**src/rtl/svm_defines.vh**
```
// register map, field positions, reset values and timing counts of the
// supply voltage monitor; included by the design files, holds no logic
`ifndef SVM_DEFINES_VH
`define SVM_DEFINES_VH

// ----------------------------------------------------------------------
// register offsets (byte addresses)
// ----------------------------------------------------------------------
`define SVM_OFF_CTRL      8'h00
`define SVM_OFF_STAT      8'h04
`define SVM_OFF_MASK      8'h08

// ----------------------------------------------------------------------
// field positions
// ----------------------------------------------------------------------
`define SVM_BIT_AUTO      5
`define SVM_BIT_CONT      4
`define SVM_LVL_MSB       3
`define SVM_LVL_LSB       0
`define SVM_IRQ_DONE      0
`define SVM_IRQ_LVR_SET   1
`define SVM_IRQ_LVR_CLR   2
`define SVM_IRQ_W         3

// ----------------------------------------------------------------------
// reset values
// ----------------------------------------------------------------------
`define SVM_RST_CTL       1'b0
`define SVM_RST_LEVEL     4'h0
`define SVM_RST_IRQ       3'h0
`define SVM_RST_ZERO      3'h0

// ----------------------------------------------------------------------
// timing, counted in 2048 Hz ticks divided down from the low-frequency oscillator
// ----------------------------------------------------------------------
`define SVM_LF_HZ         32768
`define SVM_TICK_HZ       2048
`define SVM_LF_DIV        (`SVM_LF_HZ / `SVM_TICK_HZ)
`define SVM_SAMPLE_TICKS  16
`define SVM_AUTO_PERIOD_S 4
`define SVM_AUTO_TICKS    (`SVM_AUTO_PERIOD_S * `SVM_TICK_HZ)

// ----------------------------------------------------------------------
// converter and low-voltage reset constants
// ----------------------------------------------------------------------
`define SVM_SAR_INIT      4'h8
`define SVM_LEVEL_ZERO    4'h0
`define SVM_LVR_RELEASE   4'h2
`define SVM_ZERO_RUN      3'h4

`endif

```
**src/rtl/svm_div.v**
```verilog
// modulo counter that turns an enable pulse train into a slower one
// assumes i_en is a one-cycle pulse synchronous to i_clk
`timescale 1ns/1ns

module svm_div #(
	parameter WIDTH = 4,
	parameter MOD   = 16
)(
	// clock and reset
	input  wire             i_clk,
	input  wire             i_rst,
	// pulse in and out
	input  wire             i_en,
	output wire             o_pulse
);

	reg  [WIDTH-1:0] cnt_reg;
	wire             at_last;

	assign at_last = ({{(32-WIDTH){1'b0}}, cnt_reg} == MOD - 1);
	assign o_pulse = i_en & at_last;

	always @(posedge i_clk)
	begin
		if (i_rst)
			cnt_reg <= {WIDTH{1'b0}};
		else if (i_en)
			cnt_reg <= at_last ? {WIDTH{1'b0}} : cnt_reg + {{(WIDTH-1){1'b0}}, 1'b1};
	end

endmodule // svm_div

```
**src/rtl/svm_ctrl.v**
```verilog
// supply voltage monitor control: 4-bit successive approximation
// sampling, continuous and quarter-hertz auto modes, sleep hand-off,
// optional low-voltage reset, apb register slave with interrupt
// assumes i_lf_tick pulses once per low-frequency oscillator period and
// i_cmp is the analog comparator answer for the trial code on o_sar_trial
`timescale 1ns/1ns
`include "svm_defines.vh"

// Overview of operation
// - continuous bit set means continuous; else auto bit means auto; else off
// - continuous bit reads one while busy sampling, zero while on standby
// - sleep during sampling holds oscillator stop until done; clears both mode bits
// - each sampling yields a 4-bit level code written to the result field
// - result field holds its value until the next sampling overwrites it
// - a sampling lasts 7.8 ms; early reads return the previous result
// - continuous sampling starts on the 2048 Hz tick, 16 ticks, back to back
// - clearing continuous bit finishes current sampling; bit reads one until off
// - auto mode starts one sampling every 4 seconds and updates result once
// - clearing auto bit lets running sampling finish; busy reads one meanwhile
// - with option built, four successive level-0 results force continuous and reset
// - low-voltage reset holds until a result of level 2 or higher
// - on reset release the prior sampling mode is restored
// - low-voltage reset is a build parameter, not software-writable
// - after reset busy reads one until the first hardware sampling completes
// - reset and sleep clear both mode control bits to zero
module svm_ctrl #(
	parameter LV_RESET_EN = 1,
	parameter AUTO_TICKS  = `SVM_AUTO_TICKS
)(
	// clock and reset
	input  wire        i_clk,
	input  wire        i_rst,
	// apb slave
	input  wire        i_psel,
	input  wire        i_penable,
	input  wire        i_pwrite,
	input  wire [7:0]  i_paddr,
	input  wire [31:0] i_pwdata,
	output reg  [31:0] o_prdata,
	output wire        o_pready,
	output wire        o_pslverr,
	// analog front end
	input  wire        i_lf_tick,
	input  wire        i_cmp,
	output reg  [3:0]  o_sar_trial,
	output reg         o_sample_en,
	// sleep hand-off
	input  wire        i_sleep,
	output wire        o_osc_stop_hold,
	output wire        o_osc_stop_ok,
	// system
	output reg         o_lv_reset,
	output wire        o_irq
);

	// ------------------------------------------------------------------
	// declarations
	// ------------------------------------------------------------------
	localparam AUTO_W = $clog2(AUTO_TICKS + 1);

	wire        tick;
	wire        period;
	wire        setup;
	wire        wr;
	wire        wr_ctrl;
	wire        wr_stat;
	wire        wr_mask;
	wire        mapped;
	wire        step;
	wire        done;

	reg         cont_reg;
	reg         cont_next;
	reg         auto_reg;
	reg         auto_next;
	reg         busy_reg;
	reg         busy_next;
	reg         first_reg;
	reg         first_next;
	reg  [3:0]  cnt_reg;
	reg  [3:0]  cnt_next;
	reg  [3:0]  sar_next;
	reg  [3:0]  sar_dec;
	reg  [3:0]  level_reg;
	reg  [3:0]  level_next;
	reg  [2:0]  zero_reg;
	reg  [2:0]  zero_next;
	reg         lvr_next;
	reg         save_cont_reg;
	reg         save_auto_reg;
	reg         save_cont_next;
	reg         save_auto_next;
	reg         sleep_reg;
	reg         sleep_next;
	reg  [2:0]  stat_reg;
	reg  [2:0]  stat_next;
	reg  [2:0]  mask_reg;
	reg  [2:0]  event_now;
	reg  [31:0] rd_mux;

	// ------------------------------------------------------------------
	// tick chain
	// ------------------------------------------------------------------
	svm_div #(
		.WIDTH (5),
		.MOD   (`SVM_LF_DIV)
	) u_tick_div (
		.i_clk   (i_clk),
		.i_rst   (i_rst),
		.i_en    (i_lf_tick),
		.o_pulse (tick)
	);

	svm_div #(
		.WIDTH (AUTO_W),
		.MOD   (AUTO_TICKS)
	) u_auto_div (
		.i_clk   (i_clk),
		.i_rst   (i_rst),
		.i_en    (tick),
		.o_pulse (period)
	);

	// ------------------------------------------------------------------
	// apb decode
	// ------------------------------------------------------------------
	// zero wait states: read data is captured in the setup cycle
	assign o_pready  = 1'b1;
	assign setup     = i_psel & ~i_penable;
	assign wr        = i_psel & i_penable & i_pwrite;
	assign mapped    = (i_paddr == `SVM_OFF_CTRL) | (i_paddr == `SVM_OFF_STAT) |
	                   (i_paddr == `SVM_OFF_MASK);
	assign o_pslverr = i_psel & i_penable & ~mapped;
	assign wr_ctrl   = wr & (i_paddr == `SVM_OFF_CTRL);
	assign wr_stat   = wr & (i_paddr == `SVM_OFF_STAT);
	assign wr_mask   = wr & (i_paddr == `SVM_OFF_MASK);

	always @*
	begin
		rd_mux = 32'h0000_0000;
		case (i_paddr)
			`SVM_OFF_CTRL:
			begin
				rd_mux[`SVM_BIT_AUTO] = auto_reg;
				rd_mux[`SVM_BIT_CONT] = busy_reg | cont_reg | first_reg;
				rd_mux[`SVM_LVL_MSB:`SVM_LVL_LSB] = level_reg;
			end
			`SVM_OFF_STAT: rd_mux[`SVM_IRQ_W-1:0] = stat_reg;
			`SVM_OFF_MASK: rd_mux[`SVM_IRQ_W-1:0] = mask_reg;
			default:       rd_mux = 32'h0000_0000;
		endcase
	end

	// ------------------------------------------------------------------
	// successive approximation step
	// ------------------------------------------------------------------
	// four decisions per sampling, one every fourth tick, msb first
	assign step = tick & busy_reg & (cnt_reg[1:0] == 2'h3);
	assign done = tick & busy_reg & (cnt_reg == 4'hf);

	always @*
	begin
		case (cnt_reg[3:2])
			2'h0:    sar_dec = {i_cmp, 3'h4};
			2'h1:    sar_dec = {o_sar_trial[3], i_cmp, 2'h2};
			2'h2:    sar_dec = {o_sar_trial[3:2], i_cmp, 1'b1};
			2'h3:    sar_dec = {o_sar_trial[3:1], i_cmp};
			default: sar_dec = o_sar_trial;
		endcase
	end

	// ------------------------------------------------------------------
	// mode, sequencing and low-voltage reset
	// ------------------------------------------------------------------
	always @*
	begin
		cont_next      = cont_reg;
		auto_next      = auto_reg;
		busy_next      = busy_reg;
		first_next     = first_reg;
		cnt_next       = cnt_reg;
		sar_next       = o_sar_trial;
		level_next     = level_reg;
		zero_next      = zero_reg;
		lvr_next       = o_lv_reset;
		save_cont_next = save_cont_reg;
		save_auto_next = save_auto_reg;
		sleep_next     = sleep_reg;
		event_now      = 3'h0;

		// software cannot touch the mode while the chip sits in reset
		if (wr_ctrl && !o_lv_reset)
		begin
			cont_next = i_pwdata[`SVM_BIT_CONT];
			auto_next = i_pwdata[`SVM_BIT_AUTO];
		end

		if (step)
			sar_next = sar_dec;
		if (tick && busy_reg)
			cnt_next = cnt_reg + 4'h1;

		if (done)
		begin
			level_next = sar_dec;
			event_now[`SVM_IRQ_DONE] = 1'b1;
			first_next = 1'b0;
			if (LV_RESET_EN != 0)
			begin
				if (o_lv_reset)
				begin
					if (sar_dec >= `SVM_LVR_RELEASE)
					begin
						lvr_next  = 1'b0;
						cont_next = save_cont_reg;
						auto_next = save_auto_reg;
						event_now[`SVM_IRQ_LVR_CLR] = 1'b1;
					end
				end
				else if (sar_dec == `SVM_LEVEL_ZERO)
				begin
					zero_next = zero_reg + 3'h1;
					if (zero_reg == `SVM_ZERO_RUN - 3'h1)
					begin
						zero_next      = `SVM_RST_ZERO;
						lvr_next       = 1'b1;
						save_cont_next = cont_next;
						save_auto_next = auto_next;
						cont_next      = 1'b1;
						event_now[`SVM_IRQ_LVR_SET] = 1'b1;
					end
				end
				else
					zero_next = `SVM_RST_ZERO;
			end
		end

		// sleep wins over everything that would keep sampling going
		if (i_sleep)
		begin
			sleep_next = 1'b1;
			cont_next  = 1'b0;
			auto_next  = 1'b0;
		end

		if (done)
		begin
			// back to back only while continuous stays selected
			busy_next = cont_next & ~sleep_next;
			cnt_next  = 4'h0;
			sar_next  = `SVM_SAR_INIT;
		end
		else if (tick && !busy_reg && !sleep_next &&
		         (cont_next || first_reg || (auto_next && period)))
		begin
			busy_next = 1'b1;
			cnt_next  = 4'h0;
			sar_next  = `SVM_SAR_INIT;
		end

		// oscillator stop granted once no sampling is running
		if (sleep_reg && !busy_reg)
			sleep_next = i_sleep;
	end

	always @(posedge i_clk)
	begin
		if (i_rst)
		begin
			cont_reg      <= `SVM_RST_CTL;
			auto_reg      <= `SVM_RST_CTL;
			busy_reg      <= 1'b0;
			first_reg     <= 1'b1;
			cnt_reg       <= 4'h0;
			o_sar_trial   <= `SVM_SAR_INIT;
			level_reg     <= `SVM_RST_LEVEL;
			zero_reg      <= `SVM_RST_ZERO;
			o_lv_reset    <= 1'b0;
			save_cont_reg <= `SVM_RST_CTL;
			save_auto_reg <= `SVM_RST_CTL;
			sleep_reg     <= 1'b0;
			o_sample_en   <= 1'b0;
		end
		else
		begin
			cont_reg      <= cont_next;
			auto_reg      <= auto_next;
			busy_reg      <= busy_next;
			first_reg     <= first_next;
			cnt_reg       <= cnt_next;
			o_sar_trial   <= sar_next;
			level_reg     <= level_next;
			zero_reg      <= zero_next;
			o_lv_reset    <= lvr_next;
			save_cont_reg <= save_cont_next;
			save_auto_reg <= save_auto_next;
			sleep_reg     <= sleep_next;
			o_sample_en   <= busy_next;
		end
	end

	// ------------------------------------------------------------------
	// sleep hand-off
	// ------------------------------------------------------------------
	// first sampling after reset counts as running, so busy covers it too
	assign o_osc_stop_hold = sleep_reg & busy_reg;
	assign o_osc_stop_ok   = sleep_reg & ~busy_reg;

	// ------------------------------------------------------------------
	// interrupt status and mask
	// ------------------------------------------------------------------
	always @*
	begin
		stat_next = stat_reg;
		if (wr_stat)
			stat_next = stat_reg & ~i_pwdata[`SVM_IRQ_W-1:0];
		// a new event in the clearing cycle is kept
		stat_next = stat_next | event_now;
	end

	assign o_irq = |(stat_reg & mask_reg);

	always @(posedge i_clk)
	begin
		if (i_rst)
		begin
			stat_reg <= `SVM_RST_IRQ;
			mask_reg <= `SVM_RST_IRQ;
			o_prdata <= 32'h0000_0000;
		end
		else
		begin
			stat_reg <= stat_next;
			if (wr_mask)
				mask_reg <= i_pwdata[`SVM_IRQ_W-1:0];
			if (setup)
				o_prdata <= rd_mux;
		end
	end

endmodule // svm_ctrl

```
**config.mk**
```make
export PLATFORM = sky130hd
export DESIGN_NAME = svm_ctrl
export DESIGN_NICKNAME = d
export VERILOG_FILES = /design/src/rtl/svm_div.v /design/src/rtl/svm_ctrl.v
export VERILOG_INCLUDE_DIRS = /design/src /design/src/rtl
export SDC_FILE = /design/constraint.sdc
export NUM_CORES = 1
export LEC_CHECK = 0
export ABC_AREA = 1
export BUFFER_PORTS_ARGS = -buffer_cell sky130_fd_sc_hd__buf_2
export CAP_MARGIN = 20
export CELL_PAD_IN_SITES_DETAIL_PLACEMENT = 0
export CELL_PAD_IN_SITES_GLOBAL_PLACEMENT = 1
export CORE_AREA = 2 2 91 93
export DETAILED_ROUTE_END_ITERATION = 7
export DIE_AREA = 0 0 93 95
export PLACE_DENSITY_LB_ADDON = 0.1
export SYNTH_ARGS = -nofsm -noshare
export SYNTH_HDL_FRONTEND = slang
export SYNTH_SLANG_ARGS = --single-unit
```
**constraint.sdc**
```tcl
create_clock -name i_clk -period 3.6 [get_ports i_clk]
set_clock_uncertainty 0.15 [all_clocks]
set_input_delay 0.18 -clock i_clk [delete_from_list [all_inputs] [get_ports i_clk]]
set_output_delay 0.18 -clock i_clk [all_outputs]
set_load 0.05 [all_outputs]
```
### Word-level counts from Yosys, hierarchy flattened

Index checks and enable logic that the tools add are counted.

| cells by class | value |
|---|---|
| order comparisons | 1 |
| $add $sub $neg | 4 |
| equal/unequal tests | 10 |
| reduce and logical (&&, ||, !) cells | 20 |
| divide/modulo/power cells | 0 |
| multiply operators | 0 |
| shift-type cells | 0 |
| muxes and demuxes | 32 |
| bitwise gates (word level) | 28 |

Operator list:

| kind | number |
|---|---|
| two-way mux 1 bit | 23 |
| one-hot mux 4 bit (4 select lines) | 1 |
| AND 1 bit | 15 |
| two-way mux 3 bit | 5 |
| adder 14 x 1 -> 14 bit (second input constant) | 1 |
| == test 14 x 13 -> 1 bit (second input constant) | 1 |
| two-way mux 14 bit | 1 |
| one-hot mux 3 bit (3 select lines) | 1 |
| == test 8 x 3 -> 1 bit (second input constant) | 1 |
| == test 8 x 4 -> 1 bit (second input constant) | 1 |
| logical NOT 8 bit | 1 |
| logical AND 1 bit | 7 |
| AND 3 bit | 2 |
| == test 2 bit (second input constant) | 3 |
| OR reduction 3 bit | 2 |
| adder 5 x 1 -> 5 bit (second input constant) | 1 |
| == test 5 x 4 -> 1 bit (second input constant) | 1 |
| two-way mux 5 bit | 1 |
| NOT 1 bit | 5 |
| adder 4 x 1 -> 4 bit (second input constant) | 1 |
| == test 4 bit (second input constant) | 1 |
| greater-or-equal comparator 4 x 2 -> 1 bit (second input constant) | 1 |
| logical NOT 4 bit | 1 |
| OR 1 bit | 4 |
| other kinds (11) | 14 |

| word-level totals | value |
|---|---|
| memories kept | 0 |
| bits in writable memories | 0 |
| logic and storage cells | 112 |
| bits of input ports | 48 |
| output and inout port bits | 43 |
| bits in latches | 0 |
| ROM bits | 0 |
| flip-flop bits (word level) | 54 |

### Logic depth before layout (Yosys ltp)

| depth | value |
|---|---|
| depth after elaboration | 15 |
| gate-level depth with buffers | 15 |
| depth with buffers taken out | 14 |

### Cells and area by module

Synthesis repeated with hierarchy kept, for this count alone.

| unflattened totals | value |
|---|---|
| cells, all modules | 415 |
| area, all modules | 2989.1 sq um |

Modules (own cells, without submodules):

| module | times used | area an instance (sq um) | seq. area each (sq um) | cells an instance |
|---|---|---|---|---|
| svm_ctrl | 1 | 1976.9 | 700.7 | 274 |
| svm_div at u_auto_div | 1 | 767.0 | 280.3 | 107 |
| svm_div at u_tick_div | 1 | 245.2 | 100.1 | 34 |

### Least setup slack after synthesis

No wires, ideal clock.

| timing | value |
|---|---|
| path kind | input port to output port |
| from | input i_paddr[5] |
| to | output o_pslverr |
| setup slack | 1304 ps |
| data arrival time | 1966 ps |
| path buffers | 0 |
| cell stages on the path | 4 |
| cell sequence | nor2_1 nand2_1 nor4_1 nor4_1 |

| on the way | value |
|---|---|
| word-level cells in the longest chain between the ends | 5 |
| elaborated cells between the ends (all ways) | 7 |
| those cells by class | eq/ne (2); bitwise (4); reduce/logical (1) |

Ends and longest elaborated chain:

| item | RTL line | source |
|---|---|---|
| start, declared | svm_ctrl.v:37 | `input wire [7:0] i_paddr,` |
| == test 8 x 3 -> 1 bit / logical NOT 8 bit (equally long branches) | n/a |  |
| OR 1 bit | svm_ctrl.v:131 | `` assign mapped = (i_paddr == `SVM_OFF_CTRL) \| (i_paddr == `SVM_OFF_STAT) \| `` |
| OR 1 bit (*) | svm_ctrl.v:131 |  |
| NOT 1 bit (*) | svm_ctrl.v:133 | `assign o_pslverr = i_psel & i_penable & ~mapped;` |
| AND 1 bit (*) | svm_ctrl.v:133 |  |
| end, declared | svm_ctrl.v:41 | `output wire o_pslverr,` |

Mark *: on every way between the ends. The rest lies on a longest branch, timed or not.

### Worst setup path in the final report

| timing | value |
|---|---|
| from | register u_tick_div.cnt_reg[1] |
| to | register cnt_reg[1] |

| on the way | value |
|---|---|
| word-level cells in the longest chain between the ends | 10 |
| elaborated cells between the ends (all ways) | 17 |
| those cells by class | eq/ne (1); mux (4); bitwise (4); reduce/logical (8) |

Ends and longest elaborated chain:

| item | RTL line | source |
|---|---|---|
| start, declared | svm_div.v:17 | `reg [WIDTH-1:0] cnt_reg;` |
| start signal, assigned | svm_div.v:26 | `cnt_reg <= {WIDTH{1'b0}};` |
| start signal, assigned | svm_div.v:28 | `cnt_reg <= at_last ? {WIDTH{1'b0}} : cnt_reg + {{(WIDTH-1){1'b0}}, 1'b1};` |
| == test 5 x 4 -> 1 bit (*) | svm_div.v:20 | `assign at_last = ({{(32-WIDTH){1'b0}}, cnt_reg} == MOD - 1);` |
| AND 1 bit (*) | svm_div.v:21 | `assign o_pulse = i_en & at_last;` |
| AND 1 bit (2 in a row) | svm_ctrl.v:159 | `assign done = tick & busy_reg & (cnt_reg == 4'hf);` |
| two-way mux 1 bit | svm_ctrl.v:203 | `if (done)` |
| two-way mux 1 bit | svm_ctrl.v:239 | `if (i_sleep)` |
| logical OR 1 bit / logical AND 1 bit (equally long branches) | svm_ctrl.v:254 | `(cont_next \|\| first_reg \|\| (auto_next && period)))` |
| logical OR 1 bit | svm_ctrl.v:254 |  |
| logical AND 1 bit | svm_ctrl.v:253 | `else if (tick && !busy_reg && !sleep_next &&` |
| OR reduction 3 bit (no source line) | n/a |  |
| end signal, assigned | svm_ctrl.v:290 | `cnt_reg <= cnt_next;` |
| end, declared | svm_ctrl.v:80 | `reg [3:0] cnt_reg;` |

Marked as above.
A chain may end at the register's enable or synchronous reset.

==> metrics <==
status complete, no violations; initial core utilization 36.5%; final slew viol count 0; worst-skew pair later-pin latency 0.32 ns; core area 7930 um2; Worst VDD drop 0.174 mV; max reg flops 14; # setup viols final 0; PortBufs 36; total gr overflow 0; Fmax achieved 412 MHz; CTS root buf clkbuf_8; Final ANT Viol Nets 0; Design Power 1240 uW; vias post-DR 2429; DIE AREA 8840 um2; max layer used met4; Final Hold Viols 0; CTS Sinks 54; largest net degree at the start of global routing 26; Non-Filler Instances 543; H-tree Lvls 2; vias in the first global route 2215; chip height 95 um; Final period util 67.4%; num rows 33; global-route wire length before repair 10.3 mm; DR iter-0 viols 101; I/O Pins 91; HPWL Detailed 4.56 mm; clk slew on worst S/H paths 0.09 ns; sequential area share after synthesis 37.4%; synth top area cells dfxtp_1, nand2_1, buf_4; register bit total from synthesis 54; critical path, cell by cell ha_1 > nand2_2 > nor2_2 > nand4_2 > nor2_2 > nand2_1 > nand2_1 > nand4_1 > nand3_2 > nand2_4 > nand2_8 > nor2_2; layout cell share with drive strength beyond 1 17.6%; CP endpoint kind flip-flop; Worst EP required 3.66 ns; number of fillers in the final layout 850; CP Class flip-flop to flip-flop; vias per cell 4.47; maxcap violations 0; Multi-input gate area 1470 um2; worst min-delay path class input port to flip-flop; P_leak 0.00140 uW; Post-synth EDFFs 0; Yosys top cell by area dfxtp_1; syn avg cell area 7.21 um2; CTS tree yes; Slew @ Worst Pin 0.820 ns; antenna cell count 0; maximum net fanout on the critical path 13; met1 WL 3.06 mm; total negative slack 0 ns; gr usage total 14.5%; dpl cells 532; ys async rst share 0%; Post-Route WL 6.11 mm; cell area after synthesis 2890 um2; wire per inst 11.2 um; CTS Buffer Depth 2; Met2 Routed Length 2.67 mm; largest stage delay on the critical path 0.45 ns; die width 93 um; drt first pass iters 4; DRC 0; CP dominant cell by count nor2_2; top-area cell type share of the netlist area 37.4%; Ys Warns 0; Critical Path Source Type flip-flop; RSZ-0062 raised after global routing false; RePlAce Congestion 0.761; critical path's slowest cell nor2_2; storage element area 1080 um2; cts bufs inserted 5; area grow syn2layout 11.6%; Layout Nets 489; Power Density 385 nW/um2; Slew headroom 44.8%; CP arrival 2.48 ns; routed wl met3 304 um; initial antenna violation count 0; fin util 40.7%; Post-Syn Instances 401; Post-CTS Resized 0; Most used DFF post-synth dfxtp_1; Final min period 2.43 ns; synth unique cells 38
==> power by group <==
group          switching (uW)  total, uW  internal (uW)
Combinational             106        127           20.9
Sequential               2.72        604            601
Clock                     216        513            297
Total                     324       1240            919
==> placed cells by master (no fill, tap or decap), types with 3 or more instances in the layout <==
cell	netlist	layout
nand2_1	80	80
dfxtp_1	54	54
inv_1	50	50
nor2_1	39	39
buf_2	4	36
conb_1	2	27
a21oi_1	23	23
o21ai_0	20	20
nand3_1	19	19
nor2_2	11	11
nand4_1	8	8
a211oi_1	7	7
xor2_1	6	6
clkbuf_8	0	6
nand2_2	5	5
nor3_1	5	5
o21ai_1	4	4
ha_1	4	4
nor2_4	3	3
nor4_1	3	3
inv_2	3	3
nor3b_1	3	3
dlygate4sd3_1	0	3
==> critical path, delay by kind of cell, from the launching register on <==
family	cells	cell delay [ns]
AND/OR/NAND/NOR	11	1.63
flip-flops	1	0.37
adder cells (fa/ha/maj)	1	0.19
==> per-stage QoR <==
step	setup WS [ns]	hold slack, ns	instance area (um2)
finish	1.17	0.0490	3230
global route	0.931	0.0513	3230
CTS	1.11	0.0351	3230
detailed placement	1.15	0.284	3060
global placement	1.13	0.282	3060
floorplan	1.30	0.174	2990
==> metal layers <==
metal,up-vias,track usage (%)
met1,1074,19.9
met4,0,3.68
met3,6,3.35
met2,46,23.2
met5,-,0
li1,1303,-
==> synth_stat cells (4+ instances only) <==
| library cell | count |
|---|---|
| nand2_1 | 80 |
| o21ai_1 | 4 |
| nand4_1 | 8 |
| inv_1 | 50 |
| buf_4 | 28 |
| dfxtp_1 | 54 |
| nor2_2 | 11 |
| a211oi_1 | 7 |
| ha_1 | 4 |
| o21ai_0 | 20 |
| a21oi_1 | 23 |
| nor3_1 | 5 |
| buf_2 | 4 |
| xor2_1 | 6 |
| nand3_1 | 19 |
| nor2_1 | 39 |
| nand2_2 | 5 |
==> kinds of logic (layout without fill, tap and decap cells) <==
logic type	Yosys count	in the layout	share of synthesized area (%)
and+or+nand+nor	185	185	31.2
buffers and inverters	88	100	15.2
AOI/OAI and AO/OA	59	59	11.4
DFF	54	54	37.4
xor gates and xnor gates	8	8	2.42
adders and majority gates	4	4	1.73
other	2	27	0.260
muxes	1	1	0.346
==> final cells by class <==
cell class	count	area share (%)
Multi-Input combinational cell	284	45.4
Tap cell	105	4.07
Sequential cell	54	33.5
Inverter	53	6.16
Timing Repair Buffer	39	6.51
Clock buffer	6	2.56
Clock inverter	2	1.86
==> worst paths after layout <==
kind / startpoint / to / slack [ns] / cells past startpoint
setup reg to reg: u_tick_div.cnt_reg[1]$_SDFFE_PP0P_ / cnt_reg[1]$_SDFFE_PP0P_ / 1.17 / 12
hold / removal: i_lf_tick / u_tick_div.cnt_reg[1]$_SDFFE_PP0P_ / 0.05 / 3
setup / recovery: u_tick_div.cnt_reg[1]$_SDFFE_PP0P_ / cnt_reg[1]$_SDFFE_PP0P_ / 1.17 / 12
hold reg to reg: zero_reg[2]$_SDFFE_PP0P_ / zero_reg[2]$_SDFFE_PP0P_ / 0.30 / 2
==> timing repair <==
item	CTS	global route
buffers inserted	0	0
hold buffers	3	0
endpoints found under the hold margin	3	0
Power figures use the tool's default switching activity.
